**src/hdl/cpr_pkg.sv**
```systemverilog
package cpr_pkg;
    // Command encodings on {cs_n, ras_n, cas_n, we_n}
    localparam logic [3:0] CPR_CMD_MRS = 4'h0;
    localparam logic [3:0] CPR_CMD_REF = 4'h1;
    localparam logic [3:0] CPR_CMD_PRE = 4'h2;
    localparam logic [3:0] CPR_CMD_ACT = 4'h3;
    localparam logic [3:0] CPR_CMD_WR = 4'h4;
    localparam logic [3:0] CPR_CMD_RD = 4'h5;
    localparam logic [3:0] CPR_CMD_NOP = 4'h7;
    // Bank address selecting each mode register
    localparam logic [2:0] CPR_BA_REFRESH_MR = 3'h2;
    localparam logic [2:0] CPR_BA_PATTERN_MR = 3'h3;
    // Field positions in the address word
    localparam int CPR_PAT_EN_BIT = 2;
    localparam int CPR_PAT_LOC_LSB = 0;
    localparam int CPR_SRT_BIT = 7;
    localparam int CPR_AP_BIT = 10;
    // Widths and burst shape
    localparam int CPR_ADDR_W = 14;
    localparam int CPR_DQ_W = 16;
    localparam int CPR_BURST_LEN = 8;
    // Read latency in clocks, burst shape
    localparam logic [4:0] CPR_READ_LAT = 5'h0B;
    localparam logic [3:0] CPR_BURST_BEATS = 4'h8;
    // Predefined calibration sequence, one bit per beat, beat 0 in bit 0
    localparam logic [7:0] CPR_PATTERN = 8'hAA;
    // Reset values
    localparam logic CPR_PAT_EN_RST = 1'b0;
    localparam logic [1:0] CPR_PAT_LOC_RST = 2'h0;
    localparam logic CPR_SRT_RST = 1'b0;
    // Refresh intervals
    localparam real CPR_AVERAGE_REFRESH_INTERVAL_NORM_US = 7.8;
    localparam real CPR_AVERAGE_REFRESH_INTERVAL_EXT_US = 3.9;
    localparam real CPR_CLK_MHZ = 250.0;
    localparam int CPR_AVERAGE_REFRESH_INTERVAL_NORM_CYC = int'($floor(CPR_AVERAGE_REFRESH_INTERVAL_NORM_US *
                                                    CPR_CLK_MHZ));
    localparam int CPR_AVERAGE_REFRESH_INTERVAL_EXT_CYC = int'($floor(CPR_AVERAGE_REFRESH_INTERVAL_EXT_US *
                                                   CPR_CLK_MHZ));

    typedef struct packed {
        logic cs_n;
        logic ras_n;
        logic cas_n;
        logic we_n;
        logic [2:0] ba;
        logic [CPR_ADDR_W-1:0] addr;
    } cpr_cmd_t;

    typedef struct packed {
        logic [CPR_DQ_W-1:0] dq;
        logic dq_oe;
        logic dqs;
        logic dqs_oe;
    } cpr_data_t;

    typedef enum logic [1:0] {
        CPR_IDLE,
        CPR_WAIT,
        CPR_BURST
    } cpr_state_t;
endpackage : cpr_pkg

```
**src/hdl/cpr_readout.sv**
```systemverilog
// Overview of operation
// RQ1: A mode register write to the pattern register with A2 high enables pattern readout.
// RQ2: The controller must have all banks idle and precharged before that enabling write.
// RQ3: While enabled, every read and read with autoprecharge is served from the pattern; the code ignores reads during a pending burst.
// RQ4: While enabled, the controller issues only reads until a write clears A2.
// RQ5: The controller enters no power-down or self-refresh while pattern readout is on.
// RQ6: Reset is honoured while pattern readout is enabled and returns all state to idle.
// RQ7: At extended temperature the controller halves its average refresh interval.
// RQ8: Extended temperature self-refresh is set through bit A7 of the refresh register.
// RQ9: With A2 low the pattern location field in A1 and A0 is ignored.
// RQ10: The pattern register is written with all strobes low and bank address 3.
// RQ11: With the temperature bit set, internal self-refresh runs at twice the rate.
// RQ12: A redirected read returns the pattern as a normal burst at read latency; the code drives the first beat CPR_READ_LAT plus 3 clocks after the read.
`timescale 1ns/100ps
module cpr_readout
    import cpr_pkg::*;
(
    // Clock and reset
    input wire logic mclk,
    input wire logic rstn,
    // Command bus from the controller
    input wire cpr_cmd_t cmd_in,
    // Data pins
    output cpr_data_t data_out,
    // Mode state
    output logic pattern_mode,
    output logic [1:0] pattern_loc,
    output logic srt_enable,
    output logic self_refresh_2x,
    output logic array_read,
    output logic illegal_cmd
);
    cpr_cmd_t cmd_s1;
    cpr_cmd_t cmd;
    cpr_state_t state;
    cpr_state_t next_state;
    logic [4:0] lat_cnt;
    logic [3:0] beat;
    logic [4:0] next_lat_cnt;
    logic [3:0] next_beat;

    wire [3:0] cmd_code = {cmd.cs_n, cmd.ras_n, cmd.cas_n, cmd.we_n};
    wire is_read = (cmd_code == CPR_CMD_RD);
    wire is_mrs = (cmd_code == CPR_CMD_MRS);
    // RQ10 pattern register decode
    wire mrs_pattern = is_mrs && (cmd.ba == CPR_BA_PATTERN_MR);
    wire mrs_refresh = is_mrs && (cmd.ba == CPR_BA_REFRESH_MR);
    wire new_pat_en = cmd.addr[CPR_PAT_EN_BIT];
    wire legal_in_mode = is_read || mrs_pattern || cmd.cs_n ||
                         (cmd_code == CPR_CMD_NOP);
    // RQ3 reads take the pattern
    wire pat_read = is_read && pattern_mode;
    wire start_burst = pat_read && (state == CPR_IDLE);
    wire [3:0] beat_idx = beat - 4'h1;
    wire pat_bit = CPR_PATTERN[beat_idx[2:0]];

    // Pins are outside the clock domain
    always_ff @(posedge mclk or negedge rstn)
    begin
        if (!rstn)
        begin
            cmd_s1 <= '1;
            cmd <= '1;
        end
        else
        begin
            cmd_s1 <= cmd_in;
            cmd <= cmd_s1;
        end
    end

    // RQ1 RQ9 RQ6 pattern enable and location
    always_ff @(posedge mclk or negedge rstn)
    begin
        if (!rstn)
        begin
            pattern_mode <= CPR_PAT_EN_RST;
            pattern_loc <= CPR_PAT_LOC_RST;
        end
        else if (mrs_pattern)
        begin
            pattern_mode <= new_pat_en;
            // Location is held only while the pattern is selected
            pattern_loc <= new_pat_en ?
                cmd.addr[CPR_PAT_LOC_LSB +: 2] : CPR_PAT_LOC_RST;
        end
    end

    // RQ8 RQ11 self-refresh temperature bit
    always_ff @(posedge mclk or negedge rstn)
    begin
        if (!rstn)
        begin
            srt_enable <= CPR_SRT_RST;
            self_refresh_2x <= CPR_SRT_RST;
        end
        else if (mrs_refresh)
        begin
            srt_enable <= cmd.addr[CPR_SRT_BIT];
            self_refresh_2x <= cmd.addr[CPR_SRT_BIT];
        end
    end

    // Flags reads that go to the array and commands barred in pattern mode
    always_ff @(posedge mclk or negedge rstn)
    begin
        if (!rstn)
        begin
            array_read <= 1'b0;
            illegal_cmd <= 1'b0;
        end
        else
        begin
            array_read <= is_read && !pattern_mode;
            illegal_cmd <= pattern_mode && !legal_in_mode;
        end
    end

    // RQ12 burst sequencer at read latency
    always_comb
    begin
        next_state = state;
        next_lat_cnt = lat_cnt;
        next_beat = beat;
        case (state)
            CPR_IDLE:
            begin
                if (start_burst)
                begin
                    next_state = CPR_WAIT;
                    next_lat_cnt = CPR_READ_LAT;
                end
            end
            CPR_WAIT:
            begin
                next_lat_cnt = lat_cnt - 5'h01;
                if (lat_cnt == 5'h01)
                begin
                    next_state = CPR_BURST;
                    next_beat = CPR_BURST_BEATS;
                end
            end
            CPR_BURST:
            begin
                next_beat = beat - 4'h1;
                if (beat == 4'h1)
                    next_state = CPR_IDLE;
            end
            default:
                next_state = CPR_IDLE;
        endcase
    end

    always_ff @(posedge mclk or negedge rstn)
    begin
        if (!rstn)
        begin
            state <= CPR_IDLE;
            lat_cnt <= 5'h00;
            beat <= 4'h0;
        end
        else
        begin
            state <= next_state;
            lat_cnt <= next_lat_cnt;
            beat <= next_beat;
        end
    end

    // Beat numbering counts down, so the pattern is indexed from the end
    always_ff @(posedge mclk or negedge rstn)
    begin
        if (!rstn)
            data_out <= '0;
        else if (state == CPR_BURST)
        begin
            data_out.dq <= {CPR_DQ_W{
                CPR_PATTERN[3'(CPR_BURST_LEN) - beat_idx[2:0] - 3'h1]}};
            data_out.dq_oe <= 1'b1;
            data_out.dqs <= pat_bit;
            data_out.dqs_oe <= 1'b1;
        end
        else
            data_out <= '0;
    end
endmodule : cpr_readout

```
**config.mk**
```make
export PLATFORM = sky130hd
export DESIGN_NAME = cpr_readout
export DESIGN_NICKNAME = d
export VERILOG_FILES = /design/src/hdl/cpr_pkg.sv /design/src/hdl/cpr_readout.sv
export SDC_FILE = /design/constraint.sdc
export NUM_CORES = 1
export LEC_CHECK = 0
export BUFFER_PORTS_ARGS = -buffer_cell sky130_fd_sc_hd__buf_2
export CORE_MARGIN = 2
export CORE_UTILIZATION = 41
export CTS_BUF_LIST = sky130_fd_sc_hd__clkbuf_4 sky130_fd_sc_hd__clkbuf_8
export DETAILED_ROUTE_END_ITERATION = 7
export GPL_TIMING_DRIVEN = 0
export PLACE_DENSITY_LB_ADDON = 0.2
export SETUP_SLACK_MARGIN = 0.4
export SLEW_MARGIN = 5
export SYNTH_ARGS = -nofsm -noshare
export SYNTH_HDL_FRONTEND = slang
export SYNTH_SLANG_ARGS = --single-unit
export TNS_END_PERCENT = 20
```
**constraint.sdc**
```tcl
create_clock -name mclk -period 1.82 [get_ports mclk]
set_input_delay 0.364 -clock mclk [delete_from_list [all_inputs] [get_ports mclk]]
set_output_delay 0.364 -clock mclk [all_outputs]
set_load 0.05 [all_outputs]
```
* After elaboration in Yosys (flattened, before gate mapping)
Memory sizes are Yosys's and may differ from the RTL's.
Cells that the tools add are included.
** Operators by class
- Add/subtract/negate cells :: 4
- Multipliers :: 0
- Divide/modulo/power cells :: 0
- $lt $le $gt $ge :: 2
- Equal/unequal tests :: 11
- Shift operators :: 0
- Mux-type cells :: 12
- Bitwise logic cells :: 0
- Reduce and logical (&&, ||, !) cells :: 18
** Operators by type and width (count)
- $mux W19 :: 1
- $pmux W5 S2 :: 1
- $eq A4 B3 Y1 const B :: 2
- $lt A3 B4 Y1 const B :: 2
- $mux W2 :: 4
- $pmux W4 S2 :: 1
- $eq A3 B2 Y1 const B :: 2
- $logic_and A1 B1 Y1 :: 6
- $ne A2 B2 Y1 const B :: 3
- $pmux W2 S3 :: 1
- $eq A5 B1 Y1 const B :: 1
- $mux W5 :: 1
- $sub A5 B1 Y5 const B :: 1
- $eq A4 B1 Y1 const B :: 1
- $logic_not A4 Y1 :: 1
- $mux W4 :: 1
- $reduce_and A2 Y1 :: 2
- $reduce_bool A2 Y1 :: 2
- $sub A4 B1 Y4 const B :: 1
- $logic_or A1 B1 Y1 :: 3
- $reduce_and A3 Y1 :: 1
- $sub A1 B3 Y3 const A :: 1
- $sub A3 B1 Y3 const B :: 1
- $eq A2 B1 Y1 const B :: 1
- 4 further kinds :: 6
** Storage, ports and cells
- Flip-flop bits (word level) :: 66
- Latch bits :: 0
- Memory bits (writable) :: 0
- Bits in read-only memories :: 16
- Input port bits :: 23
- Output and inout bits :: 26
- Word-level logic and storage cells :: 73
- Memories kept :: 2
** Memories
- (no name shown) :: words 8, bits a word 1, read ports 1, clocked after Yosys merged registers in 0, write ports 0, RTL line cpr_readout.sv:178 : CPR_PATTERN[3'(CPR_BURST_LEN) - beat_idx[2:0] - 3'h1]}};
- (no name shown) :: words 8, bits a word 1, read ports 1, clocked after Yosys merged registers in 0, write ports 0, RTL line cpr_readout.sv:55 : wire pat_bit = CPR_PATTERN[beat_idx[2:0]];

* Logic depth before layout (Yosys ltp)
Gate-level depths: netlist (run 1).
- Depth in word-level cells :: 7
- Mapped depth :: 5
- Gate-level depth less buffers :: 5

* Worst setup path before layout (run 1)
Ideal clock, no wire load.
- Path kind :: register -> register
- Start :: reg pattern_mode
- End :: reg lat_cnt[2]
- Setup time :: 0.121 ns
- Data arrival time :: 1.440 ns
- Data required time :: 1.699 ns
- Setup slack :: 0.259 ns
- Cell stages (with the launch flop) :: 5
- Buffers on the path :: 1
- Period minus slack after synthesis :: 1.561 ns
- Cells stage by stage :: dfrtp_1 > nand2b_1 > or4_1 > buf_2 > a22o_1
** Between the ends
- Word-level cells in the longest chain between the ends :: 4
** Ends and longest elaborated chain
- start: declaration :: RTL line cpr_readout.sv:26 : output logic pattern_mode,
- start signal: assignment :: RTL line cpr_readout.sv:82 : pattern_mode <= new_pat_en;
- $logic_and A1 B1 Y1 :: RTL line cpr_readout.sv:52 : wire pat_read = is_read && pattern_mode;
- $logic_and A1 B1 Y1 :: RTL line cpr_readout.sv:53 : wire start_burst = pat_read && (state == CPR_IDLE);
- $ne A2 B2 Y1 (no line)
- $reduce_and A2 Y1 (no line)
- end signal: assignment :: RTL line cpr_readout.sv:165 : lat_cnt <= next_lat_cnt;
- end: declaration :: RTL line cpr_readout.sv:37 : logic [4:0] lat_cnt;
No other way between the ends.
A chain may end at the register's enable or synchronous reset.

==> results of run 1 <==
==> state kept, by name (all words and copies together), names as in the netlist <==
register,cells
cmd,11
beat,4
pattern_mode,1
lat_cnt,5
pattern_loc,2
illegal_cmd,1
data_out,3
state,2
self_refresh_2x,1
array_read,1
cmd_s1,11
==> power breakdown <==
part / switching, mW / internal, mW
sequential: 0.151 / 1.11
combinational: 0.547 / 0.410
clock: 0.304 / 0.411
==> metal layers <==
metal	GRT usage	share of wire	up-vias
met5	0	0	-
met4	0.0689	0.0083	0
met3	0.0300	0.052	2
met2	0.234	0.53	34
met1	0.136	0.41	495
li1	-	-	495
==> logic make-up (layout without fill, tap and decap cells) <==
kind of cell | after synthesis | after routing | share of synthesized area
buffers and inverters | 27 | 79 | 0.101
AOI/OAI and AO/OA | 10 | 10 | 0.0442
DFF | 42 | 42 | 0.658
adders and majority gates | 4 | 4 | 0.0305
and+or+nand+nor | 34 | 34 | 0.114
xor gates and xnor gates | 5 | 5 | 0.0267
muxes | 4 | 4 | 0.0259
==> cell usage in the layout, fill, tap and decap left out, types with 2 or more instances in the layout <==
master	n
dfstp_2	22
nor2b_1	2
dfrtp_1	18
buf_2	23
mux2_2	2
nor2_1	9
a22oi_1	3
o22ai_1	2
a22o_1	2
buf_6	17
dfrtp_2	2
buf_4	21
nor3b_1	2
xor2_1	2
nand2b_1	3
xnor2_1	3
nor3_1	3
ha_1	4
nand2_1	5
inv_1	8
mux2i_1	2
clkbuf_8	5
==> cell usage after synthesis, drive strengths merged, types with 2 or more instances <==
cell type	n
nand2b	3
nor2b	2
xor2	2
dfrtp	20
inv	8
nor3	3
nand2	6
nor3b	2
xnor2	3
dfstp	22
ha	4
buf	18
a22o	2
nor2	9
mux2	2
a22oi	3
o22ai	2
mux2i	2
==> path summary, 6_finish.rpt <==
path	from	to	slack, ns	depth (start not counted)
max reg2reg	state[1]	lat_cnt[4]	0.34	4
max	data_out[17]	data_out[10]	0.32	3
max in group asynchronous	rstn	pattern_mode	1.03	1
min reg2reg	cmd_s1[17]	cmd[17]	0.36	0
min in group asynchronous	rstn	lat_cnt[2]	0.19	1
min	cmd_in[19]	cmd_s1[19]	0.17	1
==> worst max-delay path: cells and delay by family, from the launching register on <==
kind | cells | cell delay, ns
buffers and inverters | 3 | 0.41
DFF | 1 | 0.44
==> layout make-up <==
class	instances	area, sq um	share of cell area
inverters	8	30.0	0.0137
plain buffers	19	144	0.0659
clock inverters	3	43.8	0.0200
multi-input cells	57	417	0.191
well taps	48	60.1	0.0275
clock buffers	5	68.8	0.0315
flip-flops and latches	42	1080	0.495
repair buffers	44	340	0.156
==> what timing repair did <==
action                                  CTS  global route
endpoints found under the setup margin   25            29
pin swaps                                 3             0
resized for setup                        35             6
hold endpoints to repair                  0             0
buffers inserted                          6             0
==> metrics by stage <==
stage	hold WS [ns]	instance area (sq um)	total power, mW	instances
2_1_floorplan	0.0684	1650	1.92	126
3_3_place_gp	0.346	1900	2.08	212
3_5_place_dp	0.347	1900	2.12	212
4_1_cts	0.160	2160	2.93	226
5_1_grt	0.151	2180	3.11	226
6_report	0.172	2180	2.93	226
==> impl_metrics.tcl, run 1 <==
set metrics [dict create \
    status "complete, no violations" \
    skew_ns 0.00553 \
    antenna_found_initial 0 \
    syn_area_sq_mm 0.00164 \
    io_buffer_count 38 \
    cap_violations 0 \
    rows 22 \
    clk_latency_ns 0.28 \
    p_leak_nw 1.10 \
    core_sq_mm 0.00374 \
    cts_buffers 5 \
    synth_nets 153 \
    grt_pass1_vias 1024 \
    crit_path_max_fanout 4 \
    drc 0 \
    hold_path.class "input pin to register" \
    finalSetupViolCount 0 \
    postRouteWirelength_mm 2.65 \
    worstSetupStartpointType "register" \
    final_hold_viol_count 0 \
    grt-ovfl-total 0 \
    clockBufferDepth 2 \
    place_ws_ns 0.283 \
    drive_gt1_frac 0.562 \
    wire_per_inst_microns 11.7 \
    worst_slack_ns 0.319 \
    yosysUniqueCellTypes 32 \
    die_h_microns 67.3 \
    cts_hold_buf 0 \
    synth_top_area_frac 0.352 \
    cts.sinks 42 \
    place.gp.congestion 0.661 \
    crit_required_ns 1.46 \
    drtIter0Drc 22 \
    grt_pass1_wl_mm 4.22 \
    utilization 0.584 \
    synthesis.instances 126 \
    postRouteAntennaNets 0 \
    dp.final_hpwl_mm 1.82 \
    avgSynthCellArea_sq_um 13.0 \
    maxSlewViolCount 0 \
    synth_ff_type "dfstp_2" \
    worstPathCellList "buf_4, buf_4, buf_6" \
    yosys-top-cells-area "dfstp_2, dfrtp_1, buf_4" \
    tns_ns 0 \
    fillers 299 \
    root_buffer "clkbuf_8" \
    maxSlewHeadroom 0.424 \
    path_clk_slew_ns 0.08 \
    fin_crit_sh 0.825 \
    rsz0062_at_grt "yes" \
    h-tree-depth 2 \
    initial_core_util 0.438 \
    crit_type "register to output pin" \
    worstMarginPinSlew_ns 0.865 \
    cpMostUsedCell "buf_4" \
    worstSetupEndpointType "output pin" \
    synth-async-reset-ratio 1.00 \
    antennaDiodeCount 0 \
    synth-edff-count 0 \
    grtUsageTotal 0.128 \
    die_w_microns 67.3 \
    grt_max_degree 43 \
    dieArea_sq_mm 0.00452 \
    area_growth_pct 33.2 \
    cts_tree "done" \
    firstDrtPassIters 4 \
    synth_seq_cells 42 \
    crit_path_top_delay_cell "dfrtp_2" \
    fin_crit_ns 1.50 \
    yosysSeqAreaShare 0.658 \
    worstPathArrival_ns 1.14 \
    num_vias 1026 \
    yosys_warnings 0 \
    critPathMaxStageDelay_ns 0.44 \
    ios 49 \
    post_drt_via_cell_ratio 4.54 \
    powerDensity_mw_per_mm2 1340 \
    yosys.area.top_type "dfstp_2" \
    fin_nets 204 \
    vdd_drop_max_mv 0.648 \
    fmax_mhz 666 \
]
Note: power is estimated with default switching activity, not from simulation.
==> run 2: changes to the inputs <==
==> constraint.sdc (replaced) <==
create_clock -name mclk -period 1.47 [get_ports mclk]
set_input_delay 0.294 -clock mclk [delete_from_list [all_inputs] [get_ports mclk]]
set_output_delay 0.294 -clock mclk [all_outputs]
set_load 0.05 [all_outputs]
==> impl_metrics.tcl, run 2 (same netlist as run 1, synthesis figures left out) <==
set metrics [dict create \
    status "complete, no violations" \
    powerDensity_mw_per_mm2 1590 \
    grt_pass1_wl_mm 4.16 \
    grt_pass1_vias 967 \
    dr.max_layer_used "met4" \
    tns_ns 0 \
    grt_max_degree 43 \
    p_leak_nw 1.18 \
    fmax_mhz 696 \
    num_vias 1057 \
    drive_gt1_frac 0.643 \
    worstPathCellList "buf_6, buf_4, buf_6" \
    initial_core_util 0.438 \
    route.met3.wl_microns 199 \
    fin_nets 208 \
    clockBufferDepth 2 \
    core_sq_mm 0.00374 \
    firstDrtPassIters 4 \
    hold_path.class "input pin to register" \
    cts_hold_buf 0 \
    h-tree-depth 2 \
    reg_top3 "cmd: 11 flops, cmd_s1: 11 flops, lat_cnt: 5 flops" \
    final_hold_viol_count 0 \
    placed_cells 212 \
    worstSetupStartpointType "register" \
    regArea_sq_mm 0.00108 \
    mostFrequentLayoutCell "buf_6" \
    crit_path_top_delay_cell "dfrtp_2" \
    worstPathArrival_ns 1.14 \
    antennaDiodeCount 0 \
    dp.final_hpwl_mm 1.65 \
    crit_path_max_fanout 5 \
    die_w_microns 67.3 \
    worst_slack_ns 0.0324 \
    multiInputGateArea_sq_um 488 \
    io_buffer_count 38 \
    post_drt_via_cell_ratio 4.60 \
    worstMarginPinSlew_ns 0.850 \
    crit_type "register to output pin" \
    rows 22 \
    fin_cells 230 \
    cap_violations 0 \
    final_cell_mix "buf_6, dfstp_2, dfrtp_1, buf_8, buf_2" \
    cts_tree "done" \
    critPathTopFamily "flip-flops" \
    wire_per_inst_microns 12.8 \
    grt-ovfl-total 0 \
    fillers 286 \
    ios 49 \
    cts_buffers 5 \
    postRouteWirelength_mm 2.95 \
    crit_buf_inv 3 \
    maxSlewHeadroom 0.433 \
    maxSlewViolCount 0 \
    critPathMaxStageDelay_ns 0.44 \
    wl_met1_mm 1.13 \
    cpMostUsedCell "buf_6" \
    root_buffer "clkbuf_8" \
    worstSetupEndpointType "output pin" \
    cts.sinks 42 \
    met2WireLength_mm 1.57 \
    drc 0 \
    dieArea_sq_mm 0.00452 \
    finalSetupViolCount 0 \
    path_clk_slew_ns 0.08 \
    skew_ns 0.00453 \
    die_h_microns 67.3 \
    rsz0062_at_grt "yes" \
    fin_crit_sh 0.978 \
    area_growth_pct 50.0 \
    place_ws_ns -0.0307 \
    grtUsageTotal 0.131 \
    antenna_found_initial 0 \
    vdd_drop_max_mv 0.761 \
    fin_crit_ns 1.44 \
    postRouteAntennaNets 0 \
    clk_latency_ns 0.30 \
    crit_required_ns 1.18 \
    drtIter0Drc 32 \
    place.gp.congestion 0.685 \
]
## run 2: final timing paths
kind | start | to | slack [ns] | cells past startpoint
min | cmd_in[16] | cmd_s1[16] | 0.08 | 1
min in group asynchronous | rstn | lat_cnt[3] | 0.10 | 1
max in group asynchronous | rstn | pattern_mode | 0.78 | 1
min reg2reg | cmd_s1[7] | cmd[7] | 0.36 | 0
max reg2reg | state[1] | lat_cnt[2] | 0.03 | 4
max | data_out[17] | data_out[18] | 0.03 | 3
## run 2: routing by layer
layer | up-vias | track usage
met5 | - | 0
met4 | 0 | 0.0612
met3 | 5 | 0.0567
met2 | 41 | 0.229
met1 | 506 | 0.135
li1 | 505 | -
## run 2: timing repair
item | in CTS | in global routing
buffers inserted | 4 | 5
resized for setup | 44 | 82
endpoints found under the setup margin | 42 | 42
pin swaps | 1 | 10
gates cloned | 0 | 1
## run 2: through the flow
step | hold WS (ns) | utilization | cell area [sq um] | power [mW]
3_3_place_gp | 0.346 | 0.506 | 1890 | 2.57
4_1_cts | 0.0748 | 0.578 | 2160 | 3.52
6_report | 0.0847 | 0.657 | 2460 | 3.91
3_5_place_dp | 0.347 | 0.506 | 1890 | 2.61
2_1_floorplan | -0.00159 | - | 1640 | 2.38
5_1_grt | 0.0578 | 0.657 | 2460 | 4.16
## run 2: final cells by class
type / count / share of cell area
Multi-Input combinational cell: 57 / 0.198
Clock buffer: 5 / 0.0280
Timing Repair Buffer: 48 / 0.202
Clock inverter: 3 / 0.0117
Inverter: 8 / 0.0122
Tap cell: 48 / 0.0244
Sequential cell: 42 / 0.439
Buffer: 19 / 0.0839
## run 2: power breakdown
| group | switching (mW) | leakage (nW) | internal (mW) |
|---|---|---|---|
| logic | 0.776 | 0.640 | 0.769 |
| clock network | 0.419 | 0.0506 | 0.354 |
| registers | 0.214 | 0.488 | 1.38 |
| total | 1.41 | 1.18 | 2.50 |
==> run 3: changes to the inputs <==
--- a/config.mk
+++ b/config.mk
@@ -5,6 +5,7 @@
 export SDC_FILE = /design/constraint.sdc
 export NUM_CORES = 1
 export LEC_CHECK = 0
+export ABC_AREA = 1
 export BUFFER_PORTS_ARGS = -buffer_cell sky130_fd_sc_hd__buf_2
 export CORE_MARGIN = 2
 export CORE_UTILIZATION = 41
==> impl_metrics.tcl, run 3 <==
set metrics [dict create \
    status "finished, violations left" \
    violations "negative setup slack" \
    maxSlewHeadroom 0.412 \
    synth-edff-count 0 \
    drtIter0Drc 25 \
    dieArea_sq_mm 0.00464 \
    crit_required_ns 1.18 \
    avgSynthCellArea_sq_um 11.0 \
    fmax_mhz 666 \
    post_drt_via_cell_ratio 4.73 \
    fin_nets 228 \
    powerDensity_mw_per_mm2 1610 \
    die_w_microns 68.1 \
    yosysUniqueCellTypes 21 \
    worst_slack_ns -0.0325 \
    synth_ff_type "dfstp_2" \
    hold_path.class "input pin to register" \
    num_vias 1192 \
    ios 49 \
    crit_path_max_fanout 8 \
    synth_compound_area_frac 0.0326 \
    crit_buf_inv 3 \
    final_hold_viol_count 0 \
    worstSetupStartpointType "register" \
    power_frac_seq 0.393 \
    io_buffer_count 38 \
    die_h_microns 68.1 \
    cpMostUsedCell "buf_8" \
    clkPwrFrac 0.220 \
    yosysSeqAreaShare 0.639 \
    rsz0062_at_grt "yes" \
    min-delay-start "cmd_in[14]" \
    whs_ns 0.0958 \
    h-tree-depth 2 \
    hold_depth 1 \
    initial_core_util 0.425 \
    antenna_found_initial 0 \
    synth-async-reset-ratio 1.00 \
    cap_violations 0 \
    grt_pass1_wl_mm 5.66 \
    yosys.area.top_type "dfstp_2" \
    ff2ff_path_depth 7 \
    synth_seq_cells 42 \
    clk_latency_ns 0.29 \
    crit_type "register to output pin" \
    synth_nets 181 \
    switching_power_mw 1.53 \
    reg_top3 "cmd: 11 flops, cmd_s1: 11 flops, lat_cnt: 5 flops" \
    hold_end "cmd_s1[14]" \
    p_leak_nw 1.16 \
    intPower_mw 2.55 \
    crit_path_top_delay_cell "dfrtp_4" \
    grt_pass1_vias 1256 \
    area_growth_pct 50.7 \
    grtUsageTotal 0.166 \
    firstDrtPassIters 4 \
    fin_crit_sh 1.02 \
    path_clk_slew_ns 0.08 \
    syn_area_sq_mm 0.00169 \
    worst-r2r-setup-slack_ns 0.28 \
    synth_top_area_frac 0.343 \
    synth_mux_area_frac 0 \
    cts_buffers 5 \
    final_cell_mix "buf_6, dfstp_2, buf_8, nand2_1, dfrtp_1" \
    postRouteWirelength_mm 3.31 \
    dp.final_hpwl_mm 1.99 \
    rr_startpoint "lat_cnt[1]" \
    critPathTopFamily "flip-flops" \
    drive_gt1_frac 0.649 \
    critPathMaxStageDelay_ns 0.51 \
    synth_xor_area_frac 0.0104 \
    yosys-top-cells-area "dfstp_2, dfrtp_1, buf_4" \
    antennaDiodeCount 0 \
    yosys_warnings 0 \
    ys_top_cells_by_count "nand2_1, dfstp_2, dfrtp_1" \
    synth_top_family_by_area "simple AND/OR/NAND/NOR gates" \
    yosys.area_share.simple 0.175 \
    comb_power_share 0.387 \
    wire_per_inst_microns 13.1 \
    utilization 0.640 \
    worstPathCellList "buf_8, buf_6, buf_8" \
    synthesis.instances 154 \
    worstSetupEndpointType "output pin" \
    vdd_drop_max_mv 0.959 \
    clockBufferDepth 2 \
    drc 0 \
    sw_frac_of_total 0.376 \
    worstPathArrival_ns 1.21 \
    synthAdderAreaFrac 0.0297 \
    fin_crit_ns 1.50 \
    cts_hold_buf 0 \
    grt_max_degree 43 \
    finalSetupViolCount 14 \
    place.gp.congestion 0.773 \
    r2r_end "beat[2]" \
    worstMarginPinSlew_ns 0.883 \
    skew_ns 0.00630 \
    maxSlewViolCount 0 \
    cts.sinks 42 \
    rows 23 \
    grt-ovfl-total 0 \
    postRouteAntennaNets 0 \
    synth.most_common_cell "nand2_1" \
    cts_tree "done" \
    core_sq_mm 0.00397 \
    root_buffer "clkbuf_8" \
]
## run 3: repair_timing
action,CTS,global route
pin swaps,17,22
gates resized for setup,104,28
setup endpoints to repair,41,42
buffers inserted,2,0
## run 3: layout make-up
cell class | instances | area, sq um
Multi-Input combinational cell | 79 | 574
Timing Repair Buffer | 40 | 453
Clock buffer | 5 | 68.8
Sequential cell | 42 | 1080
Tap cell | 50 | 62.6
Inverter | 16 | 67.6
Clock inverter | 3 | 43.8
Buffer | 17 | 188
Fill cell | 304 | 1430
## run 3: cells by family after synthesis
| family | count (synthesis) |
|---|---|
| compound gates | 11 |
| xor+xnor | 2 |
| simple gates | 62 |
| buf+inv | 33 |
| fa+ha+maj | 4 |
| flops | 42 |
## run 3: how the worst max path moves through the flow
| stage | from | depth (start not counted) | end |
|---|---|---|---|
| 2_1_floorplan | data_out[2] | 1 | data_out[2] |
| 3_3_place_gp | lat_cnt[1] | 7 | beat[1] |
| 3_5_place_dp | lat_cnt[1] | 7 | beat[2] |
| 4_1_cts | data_out[17] | 3 | data_out[13] |
| 5_1_grt | data_out[17] | 3 | data_out[12] |
| 6_report | data_out[17] | 3 | data_out[12] |
## run 3: power by group through the flow
stage / clock network [mW] / registers (mW) / logic [mW]
after global placement: 0 / 1.55 / 1.05
after CTS: 0.924 / 1.57 / 1.41
after global routing: 0.976 / 1.64 / 1.75
final: 0.898 / 1.60 / 1.58
after floorplan: 0 / 1.63 / 0.782
after detailed placement: 0 / 1.56 / 1.12
## run 3: metal layers
metal,GRT usage,vias to the layer above,routed length (microns)
li1,-,564,-
met1,0.184,582,1270
met2,0.302,40,1780
met3,0.0329,6,198
met4,0.0750,0,63
met5,0,-,0
## run 3: metrics by stage
step / TNS [ns] / cells / setup slack (ns) / instance area [sq um] / power, mW
after floorplan: 0 / 154 / 0.290 / 1710 / 2.41
after global placement: 0 / 242 / 0.286 / 1960 / 2.60
after detailed placement: 0 / 242 / 0.246 / 1960 / 2.68
after CTS: -0.358 / 252 / -0.0307 / 2450 / 3.91
after global routing: -0.817 / 252 / -0.0631 / 2540 / 4.36
final: -0.406 / 252 / -0.0325 / 2540 / 4.08
